`src/pkg/sleep_reset_defs.svh`:
```
`ifndef SLEEP_RESET_DEFS_SVH
`define SLEEP_RESET_DEFS_SVH
`define OFS_CTRL         12'h000
`define OFS_MODE         12'h004
`define OFS_PWR_RED      12'h008
`define OFS_CAUSE        12'h00c
`define OFS_STATUS       12'h010
`define OFS_WAKE_EN      12'h014
`define CTRL_SWRST_BIT   0
`define CTRL_RELOC_BIT   1
`define CTRL_BOD_EN_BIT  2
`define CTRL_RTC_EN_BIT  3
`define MODE_W           3
`define NUM_PERIPH       8
`define NUM_CAUSE        6
`define CAUSE_POR        0
`define CAUSE_EXT        1
`define CAUSE_WDT        2
`define CAUSE_BOD        3
`define CAUSE_DBG        4
`define CAUSE_SW         5
`define WAKE_HALT_CYC    3'h4
`define EXT_MIN_NS       100
`define RST_DELAY_NS     1000
`define OSC_START_NS     2000
`define OSC_CAL_NS       500
`define CLK_NS           20
`define RESET_VEC_DEF    16'h0000
`define BOOT_VEC_DEF     16'h8000
`define BOD_LOWEST       3'h0
`endif

```
`src/pkg/sleep_reset_pkg.sv`:
```
package sleep_reset_pkg;
	typedef enum logic [2:0] {
		MODE_IDLE,
		MODE_PDOWN,
		MODE_PSAVE,
		MODE_STBY,
		MODE_ESTBY
	} sleep_mode_type;
	typedef enum logic [1:0] {
		ST_ACTIVE,
		ST_SLEEP,
		ST_HALT
	} pwr_state_type;
	typedef enum logic [1:0] {
		RS_DELAY,
		RS_OSC,
		RS_CAL,
		RS_RUN
	} rst_stage_type;
endpackage

```
`src/hdl/sleep_and_reset_controller.sv`:
```
// Implementation choices: the APB slave port and the register addresses.
`timescale 1ns/1ns
`include "sleep_reset_defs.svh"
module sleep_and_reset_controller
	import sleep_reset_pkg::*;
(
	input  wire logic                    pclk,
	input  wire logic                    presetn,
	input  wire logic [11:0]             paddr,
	input  wire logic                    psel,
	input  wire logic                    penable,
	input  wire logic                    pwrite,
	input  wire logic [31:0]             pwdata,
	output logic      [31:0]             prdata,
	output logic                         pready,
	output logic                         pslverr,
	input  wire logic                    por_n,
	input  wire logic                    ext_reset_n,
	input  wire logic                    wdt_reset_req,
	input  wire logic                    bod_trip,
	input  wire logic                    dbg_reset_req,
	input  wire logic                    chip_erase,
	input  wire logic                    debug_link_en,
	input  wire logic                    sleep_instr,
	input  wire logic                    nvm_busy,
	input  wire logic                    irq_any,
	input  wire logic                    irq_async,
	input  wire logic                    irq_rtc,
	output logic                         cpu_halt,
	output logic                         cpu_clk_en,
	output logic                         nvm_clk_en,
	output logic                         periph_clk_en,
	output logic [`NUM_PERIPH-1:0]       periph_gate_en,
	output logic                         rtc_clk_en,
	output logic                         osc_src_en,
	output logic                         osc2m_sel,
	output logic                         ulp_osc_en,
	output logic                         sys_reset_n,
	output logic                         pin_oe_allow,
	output logic [15:0]                  reset_vector,
	output logic                         brownout_detector_en,
	output logic [2:0]                   brownout_threshold_select
);
	localparam int EXT_MIN_CYC = (`EXT_MIN_NS + `CLK_NS - 1) / `CLK_NS;
	localparam int DELAY_CYC = (`RST_DELAY_NS + `CLK_NS - 1) / `CLK_NS;
	localparam int OSC_CYC = (`OSC_START_NS + `CLK_NS - 1) / `CLK_NS;
	localparam int CAL_CYC = (`OSC_CAL_NS + `CLK_NS - 1) / `CLK_NS;

	logic                  ext_s1_ff, ext_s2_ff, wdt_s1_ff, wdt_s2_ff;
	logic [7:0]            ext_cnt_ff;
	logic                  ext_hold_ff;
	logic                  swrst_ff;
	logic                  rel_s1_ff, rel_s2_ff;
	rst_stage_type         stage_ff, nxt_stage;
	logic [7:0]            stage_cnt_ff;
	logic [`NUM_CAUSE-1:0] cause_ff, nxt_cause;
	logic                  reloc_ff, bod_en_ff, rtc_en_ff;
	logic [`MODE_W-1:0]    mode_ff;
	logic [`NUM_PERIPH-1:0] pr_ff;
	pwr_state_type         pst_ff, nxt_pst;
	logic [2:0]            halt_cnt_ff;
	logic [31:0]           rdata_ff;

	wire any_req_n;
	wire core_rst_n;
	wire wake_ok;
	wire wr_en = psel & penable & pwrite;
	wire rd_en = psel & penable & ~pwrite;
	wire hit_ctrl = paddr == `OFS_CTRL;
	wire hit_mode = paddr == `OFS_MODE;
	wire hit_pr = paddr == `OFS_PWR_RED;
	wire hit_cause = paddr == `OFS_CAUSE;
	wire hit_stat = paddr == `OFS_STATUS;
	wire mapped = hit_ctrl | hit_mode | hit_pr | hit_cause | hit_stat;
	sleep_mode_type mode_sel;
	assign mode_sel = sleep_mode_type'(mode_ff);

	// External pin and watchdog request cross into the clock domain first.
	always_ff @(posedge pclk or negedge por_n) begin
		if (!por_n) begin
			ext_s1_ff <= 1'b1;
			ext_s2_ff <= 1'b1;
			wdt_s1_ff <= 1'b0;
			wdt_s2_ff <= 1'b0;
		end else begin
			ext_s1_ff <= ext_reset_n;
			ext_s2_ff <= ext_s1_ff;
			wdt_s1_ff <= wdt_reset_req;
			wdt_s2_ff <= wdt_s1_ff;
		end
	end

	// Glitches shorter than the minimum pulse never reach the reset tree.
	always_ff @(posedge pclk or negedge por_n) begin
		if (!por_n) begin
			ext_cnt_ff <= 8'h00;
			ext_hold_ff <= 1'b0;
		end else if (ext_s2_ff) begin
			ext_cnt_ff <= 8'h00;
			ext_hold_ff <= 1'b0;
		end else if (ext_cnt_ff >= 8'(EXT_MIN_CYC)) begin
			ext_hold_ff <= 1'b1;
		end else begin
			ext_cnt_ff <= ext_cnt_ff + 8'h01;
		end
	end

	// A watchdog pulse of one or two 2MHz cycles spans many pclk cycles,
	// so the synchronised level is caught reliably.
	assign any_req_n = por_n & ~ext_hold_ff & ~wdt_s2_ff & ~bod_trip
		& ~dbg_reset_req & ~swrst_ff;

	// Assert asynchronously, release through two flops.
	always_ff @(posedge pclk or negedge any_req_n) begin
		if (!any_req_n) begin
			rel_s1_ff <= 1'b0;
			rel_s2_ff <= 1'b0;
		end else begin
			rel_s1_ff <= 1'b1;
			rel_s2_ff <= rel_s1_ff;
		end
	end

	// Any new request clears the sequencer back to its first stage.
	always_comb begin
		nxt_stage = stage_ff;
		case (stage_ff)
			RS_DELAY: if (stage_cnt_ff == 8'(DELAY_CYC - 1)) nxt_stage = RS_OSC;
			RS_OSC: if (stage_cnt_ff == 8'(OSC_CYC - 1)) nxt_stage = RS_CAL;
			RS_CAL: if (stage_cnt_ff == 8'(CAL_CYC - 1)) nxt_stage = RS_RUN;
			default: nxt_stage = RS_RUN;
		endcase
	end

	always_ff @(posedge pclk or negedge rel_s2_ff) begin
		if (!rel_s2_ff) begin
			stage_ff <= RS_DELAY;
			stage_cnt_ff <= 8'h00;
		end else begin
			stage_ff <= nxt_stage;
			stage_cnt_ff <= (nxt_stage != stage_ff) ? 8'h00
				: stage_cnt_ff + 8'h01;
		end
	end

	assign core_rst_n = (stage_ff == RS_RUN) & rel_s2_ff;
	assign sys_reset_n = core_rst_n;
	assign pin_oe_allow = core_rst_n;
	assign reset_vector = reloc_ff ? `BOOT_VEC_DEF : `RESET_VEC_DEF;
	assign osc2m_sel = 1'b1;
	assign ulp_osc_en = 1'b1;
	assign brownout_detector_en = bod_en_ff | chip_erase | debug_link_en;
	assign brownout_threshold_select = `BOD_LOWEST;

	// Power-on leaves only the POR flag set, a write of ones to the cause register clears flags; sources set them even during reset.
	// A source event in the cycle of a clearing write wins over the clear.
	always_comb begin
		nxt_cause = cause_ff;
		if (wr_en & hit_cause) nxt_cause = cause_ff & ~pwdata[5:0];
		if (ext_hold_ff) nxt_cause[`CAUSE_EXT] = 1'b1;
		if (wdt_s2_ff) nxt_cause[`CAUSE_WDT] = 1'b1;
		if (bod_trip) nxt_cause[`CAUSE_BOD] = 1'b1;
		if (dbg_reset_req) nxt_cause[`CAUSE_DBG] = 1'b1;
		if (swrst_ff) nxt_cause[`CAUSE_SW] = 1'b1;
	end

	always_ff @(posedge pclk or negedge por_n) begin
		if (!por_n) begin
			cause_ff <= 6'h01;
		end else begin
			cause_ff <= nxt_cause;
		end
	end

	// Software reset fires the cycle after the write; the core is halted
	// on that same edge so nothing executes in between. The flop is kept
	// out of the core reset so the pulse lasts a full cycle and the cause
	// flag can catch it.
	always_ff @(posedge pclk or negedge por_n) begin
		if (!por_n) begin
			swrst_ff <= 1'b0;
		end else begin
			swrst_ff <= wr_en & hit_ctrl & pwdata[`CTRL_SWRST_BIT]
				& core_rst_n;
		end
	end

	// Configuration registers reset with the core, as I/O registers do.
	always_ff @(posedge pclk or negedge core_rst_n) begin
		if (!core_rst_n) begin
			reloc_ff <= 1'b0;
			bod_en_ff <= 1'b0;
			rtc_en_ff <= 1'b0;
			mode_ff <= 3'h0;
			pr_ff <= 8'h00;
		end else if (wr_en & hit_ctrl) begin
			reloc_ff <= pwdata[`CTRL_RELOC_BIT];
			bod_en_ff <= pwdata[`CTRL_BOD_EN_BIT];
			rtc_en_ff <= pwdata[`CTRL_RTC_EN_BIT];
		end else if (wr_en & hit_mode & (pwdata[2:0] <= 3'h4)) begin
			mode_ff <= pwdata[2:0];
		end else if (wr_en & hit_pr) begin
			pr_ff <= pwdata[7:0];
		end
	end

	// Wake sources depend on the selected mode.
	assign wake_ok = (mode_sel == MODE_IDLE) ? irq_any
		: ((mode_sel == MODE_PSAVE) | (mode_sel == MODE_ESTBY))
		? (irq_async | (irq_rtc & rtc_en_ff))
		: irq_async;

	always_comb begin
		nxt_pst = pst_ff;
		case (pst_ff)
			ST_ACTIVE: if (sleep_instr) nxt_pst = ST_SLEEP;
			ST_SLEEP: if (wake_ok) nxt_pst = ST_HALT;
			ST_HALT: if (halt_cnt_ff == `WAKE_HALT_CYC - 3'h1)
				nxt_pst = ST_ACTIVE;
			default: nxt_pst = ST_ACTIVE;
		endcase
	end

	// Interrupt dispatch and resume point stay with the core and its
	// controller; this block only releases the halt, so pending higher
	// priority handlers run first and return lands after sleep.
	always_ff @(posedge pclk or negedge core_rst_n) begin
		if (!core_rst_n) begin
			pst_ff <= ST_ACTIVE;
			halt_cnt_ff <= 3'h0;
		end else begin
			pst_ff <= nxt_pst;
			halt_cnt_ff <= (pst_ff == ST_HALT) ? halt_cnt_ff + 3'h1 : 3'h0;
		end
	end

	wire asleep = pst_ff == ST_SLEEP;
	assign cpu_halt = ~core_rst_n | (pst_ff != ST_ACTIVE) | swrst_ff;
	assign cpu_clk_en = core_rst_n & ~asleep;
	assign nvm_clk_en = core_rst_n & (~asleep | nvm_busy);
	assign periph_clk_en = core_rst_n & (~asleep | mode_sel == MODE_IDLE);
	assign periph_gate_en = {`NUM_PERIPH{periph_clk_en}} & ~pr_ff;
	assign rtc_clk_en = rtc_en_ff & (~asleep | mode_sel == MODE_IDLE
		| mode_sel == MODE_PSAVE | mode_sel == MODE_ESTBY);
	assign osc_src_en = ~asleep | mode_sel == MODE_IDLE
		| mode_sel == MODE_STBY | mode_sel == MODE_ESTBY;

	// Bus answers in the access cycle; cause survives core reset, the status power state does not.
	always_ff @(posedge pclk or negedge presetn) begin
		if (!presetn) begin
			rdata_ff <= 32'h0;
		end else if (psel & ~penable) begin
			if (hit_ctrl) rdata_ff <= {28'h0, rtc_en_ff, bod_en_ff, reloc_ff, 1'b0};
			else if (hit_mode) rdata_ff <= {29'h0, mode_ff};
			else if (hit_pr) rdata_ff <= {24'h0, pr_ff};
			else if (hit_cause) rdata_ff <= {26'h0, cause_ff};
			else if (hit_stat) rdata_ff <= {26'h0, stage_ff, pst_ff, core_rst_n,
				brownout_detector_en};
			else rdata_ff <= 32'h0;
		end
	end

	assign prdata = rdata_ff;
	assign pready = 1'b1;
	assign pslverr = psel & penable & ~mapped;
	wire unused_rd = rd_en;
endmodule // sleep_and_reset_controller

```
`config.mk`:
```
export PLATFORM = sky130hd
export DESIGN_NAME = sleep_and_reset_controller
export DESIGN_NICKNAME = d
export VERILOG_FILES = /design/src/pkg/sleep_reset_pkg.sv /design/src/hdl/sleep_and_reset_controller.sv
export VERILOG_INCLUDE_DIRS = /design/src /design/src/pkg
export SDC_FILE = /design/constraint.sdc
export NUM_CORES = 1
export LEC_CHECK = 0
export ABC_AREA = 0
export CORE_AREA = 8 8 106 108
export DETAILED_ROUTE_END_ITERATION = 10
export DIE_AREA = 0 0 114 116
export DONT_BUFFER_PORTS = 1
export PLACE_DENSITY = 0.45
export SLEW_MARGIN = 20
export SYNTH_ARGS = -nofsm -noshare
export SYNTH_HDL_FRONTEND = slang
export SYNTH_SLANG_ARGS = --single-unit
```
`constraint.sdc`:
```
create_clock -name pclk -period 6.9 [get_ports pclk]
set_clock_uncertainty 0.1 [all_clocks]
set_input_delay 1.035 -clock pclk [delete_from_list [all_inputs] [get_ports pclk]]
set_output_delay 1.035 -clock pclk [all_outputs]
set_load 0.02 [all_outputs]
```
==> impl_metrics.env <==
export IMPL_status="finished clean"
export IMPL_ys_seq_area_share_pct=45.2
export IMPL_io_pins=133
export IMPL_cts_tree="built"
export IMPL_layout_drive_gt1_share_pct=12.2
export IMPL_start_util_pct=34.3
export IMPL_avgSynthCellArea_sq_um=10.2
export IMPL_synth_edff_count=0
export IMPL_drv_slew=0
export IMPL_dp_hpwl_um=5960
export IMPL_num_fill_cells=995
export IMPL_clk_pin_slew_ns=0.07
export IMPL_ctsHtreeMaxLevel=3
export IMPL_n_antenna_cell=0
export IMPL_ys_seq_elements=59
export IMPL_leakage_nw=1.62
export IMPL_power_uw=744
export IMPL_r2r_end="ext_cnt_ff[2]$_DFFE_PN0P_"
export IMPL_worstSetupStartpointType="input port"
export IMPL_drt_pass1_iterations=4
export IMPL_ctsHoldBuffers=0
export IMPL_synthesis_area_sq_um=3270
export IMPL_post_cts_buffers=0
export IMPL_grt_ovfl_total=0
export IMPL_ant_nets=0
export IMPL_grt_usage_pct=11.5
export IMPL_viasPerCell=4.60
export IMPL_crit_path_top_delay_cell="or4_4"
export IMPL_synthCells=320
export IMPL_fmax_mhz=281
export IMPL_finalHoldViolCount=0
export IMPL_clkLatencyLatePin_ns=0.33
export IMPL_drc=0
export IMPL_crit_end="pslverr"
export IMPL_yosysWarningCount=0
export IMPL_finalCriticalPeriod_ns=3.56
export IMPL_worst_pin_slew_ns=0.821
export IMPL_die_area_sq_um=13200
export IMPL_cts_resized=0
export IMPL_maxSlewHeadroom_pct=44.9
export IMPL_regToRegSetupSlack_ns=5.03
export IMPL_place_area_sq_um=3240
export IMPL_cts_sinks=59
export IMPL_crit_start="paddr[9]"
export IMPL_cp_top_family="simple AND/OR/NAND/NOR gates"
export IMPL_clk_path_buf_depth=2
export IMPL_via_count=2123
export IMPL_antenna_found_initial=0
export IMPL_synthArstFlopShare_pct=100
export IMPL_r2r_start="ext_cnt_ff[4]$_DFFE_PN0P_"
export IMPL_cts_root_buf="clkbuf_8"
export IMPL_ir_worst_vdd_uv=126
export IMPL_wire_per_inst_um=16.4
export IMPL_setup_ws_ns=3.34
export IMPL_totalWireLength_um=7560
export IMPL_tns_ns=0
export IMPL_powerDensity_nw_per_um2=218
export IMPL_final_cell_area_sq_um=3410
export IMPL_critical_path_depth=4
export IMPL_die_w_um=114
export IMPL_die_y_um=116
export IMPL_worstHoldPathType="flip-flop to async pin"
export IMPL_nNetsFinal=393
export IMPL_required_ns=5.76
export IMPL_path_cells="or4_4, nor2_1, o21ai_0, and3_1"
export IMPL_grt_pass1_vias=2186
export IMPL_area_growth_pct=4.24
export IMPL_grt_first_pass_wirelength_um=11700
export IMPL_rr_worst_depth=4
export IMPL_cp_end_kind="output port"
export IMPL_critPathKind="input port to output port"
export IMPL_critical_path_arrival_ns=2.42
export IMPL_initialDrtViolationCount=64
export IMPL_rows=36
export IMPL_rsz0062_at_grt="false"
export IMPL_fp_coreArea_sq_um=9550
export IMPL_setup_viol=0
export IMPL_crit_fanout=6
export IMPL_cts_buffers=9
export IMPL_place_ws_ns=3.32
export IMPL_cap_violations=0
export IMPL_grt_max_degree=27
export IMPL_crit_buf_inv=0
export IMPL_ys_types=60
export IMPL_period_share_pct=51.6
export IMPL_ys_flop_type="dfrtp_1"
export IMPL_place_gp_congestion=0.767
export IMPL_io_buffers=0
export IMPL_max_stage_delay_ns=0.58
==> cell usage in the layout (no fill, tap or decap), types with 3 or more instances in the layout <==
cell type  netlist  routed
nor2b_1          6       6
nor3_1           7       7
nor2_1          34      34
a21oi_1         14      14
clkbuf_1         3       3
or3_1            4       4
o21ai_0          9       9
clkbuf_8         0      11
a21o_1           6       6
nand2_1         21      21
dfstp_2          3       3
nand2b_1         8       8
conb_1           2      46
mux2i_1          5       5
mux2_4           8       8
dfrtp_1         56      56
ha_1             8       8
inv_1           12      12
xnor2_1          5       5
and3_1           4       4
mux2_2           4       4
nand3_1          6       6
==> report_power, final <==
| group | internal, mW | switching, mW | leakage [nW] |
|---|---|---|---|
| Sequential | 0.365 | 0.0194 | 0.766 |
| Clock | 0.149 | 0.132 | 0.0905 |
| Combinational | 0.0255 | 0.0530 | 0.766 |
==> worst min-delay path by stage <==
stage,endpoint,slack (ns),cells past startpoint
after CTS,stage_cnt_ff[5]$_DFF_PN0_,0.10,0
after detailed placement,stage_cnt_ff[5]$_DFF_PN0_,0.09,0
after floorplan,stage_cnt_ff[0]$_DFF_PN0_,0.03,0
final,stage_cnt_ff[1]$_DFF_PN0_,0.07,0
after global placement,stage_cnt_ff[5]$_DFF_PN0_,0.1,0
after global routing,stage_cnt_ff[5]$_DFF_PN0_,0.12,0
==> final cells by class <==
type | count | area [sq um] | area share [%]
clock buffer | 14 | 163 | 4.77
clock inverter | 2 | 10.0 | 0.293
inverter | 12 | 45.0 | 1.32
multi-input combinational | 241 | 1540 | 45.1
sequential | 59 | 1480 | 43.4
tap | 133 | 166 | 4.88
timing repair buffer | 1 | 7.51 | 0.220
==> synth_stat cells (all sizes together) (2+ instances only) <==
library cell / count / area, sq um
a211oi: 3 / 35.0
a21boi: 2 / 15.0
a21o: 6 / 45.0
a21oi: 14 / 70.1
and3: 4 / 25.0
buf: 49 / 362
clkbuf: 3 / 11.3
conb: 2 / 7.51
dfrtp: 56 / 1400
dfstp: 3 / 78.8
ha: 8 / 100
inv: 12 / 45.0
mux2: 12 / 165
mux2i: 5 / 50.1
nand2: 22 / 90.1
nand2b: 8 / 50.1
nand3: 6 / 30.0
nand3b: 2 / 15.0
nor2: 35 / 139
nor2b: 6 / 37.5
nor3: 8 / 51.3
nor3b: 2 / 20.0
nor4: 4 / 46.3
o211a: 2 / 20.0
o21a: 2 / 15.0
o21ai: 10 / 50.0
o22ai: 2 / 12.5
o31ai: 3 / 27.5
or3: 4 / 25.0
or4: 3 / 26.3
or4b: 2 / 20.0
xnor2: 5 / 43.8
xor2: 2 / 17.5
==> per-stage QoR <==
step                cells  utilization [%]  hold slack, ns
CTS                   462             35.7           0.101
detailed placement    446             33.9          0.0949
floorplan             364                -          0.0268
finish                462             35.7          0.0712
global route          462             35.7           0.123
global placement      446             33.9          0.0982
==> cells by family (layout without fill, tap and decap cells) <==
| family | Yosys count | after routing | synth area share [%] |
|---|---|---|---|
| buffers and inverters | 64 | 29 | 12.8 |
| other | 2 | 46 | 0.230 |
| DFF | 59 | 59 | 45.2 |
| and+or+nand+nor | 112 | 112 | 19.1 |
| xor gates and xnor gates | 7 | 7 | 1.87 |
| adders and majority gates | 8 | 8 | 3.06 |
| AOI/OAI and AO/OA | 50 | 50 | 10.3 |
| muxes | 18 | 18 | 7.38 |
==> registers in the layout, summed over array words and instances, names as in the netlist, 2 cells and up <==
register and flops:
mode_ff 3, pst_ff 2, pr_ff 8, cause_ff 6, stage_cnt_ff 8, ext_cnt_ff 8, prdata 8, stage_ff 2
halt_cnt_ff 3
==> routing by layer <==
layer | up-vias | routed length (um) | global-route usage [%]
met4 | 0 | 88 | 5.59
met2 | 70 | 3470 | 17.7
met3 | 6 | 699 | 3.80
met5 | - | 0 | 0
met1 | 1028 | 3300 | 14.2
li1 | 1019 | - | -
==> worst reg2reg max path, delay by kind of cell (launching register included) <==
kind	cells	cell delay, ns
and+or+nand+nor	1	0.58
AOI/OAI and AO/OA	3	0.69
DFF	1	0.37
No activity file was read; power rests on OpenSTA's default activity.
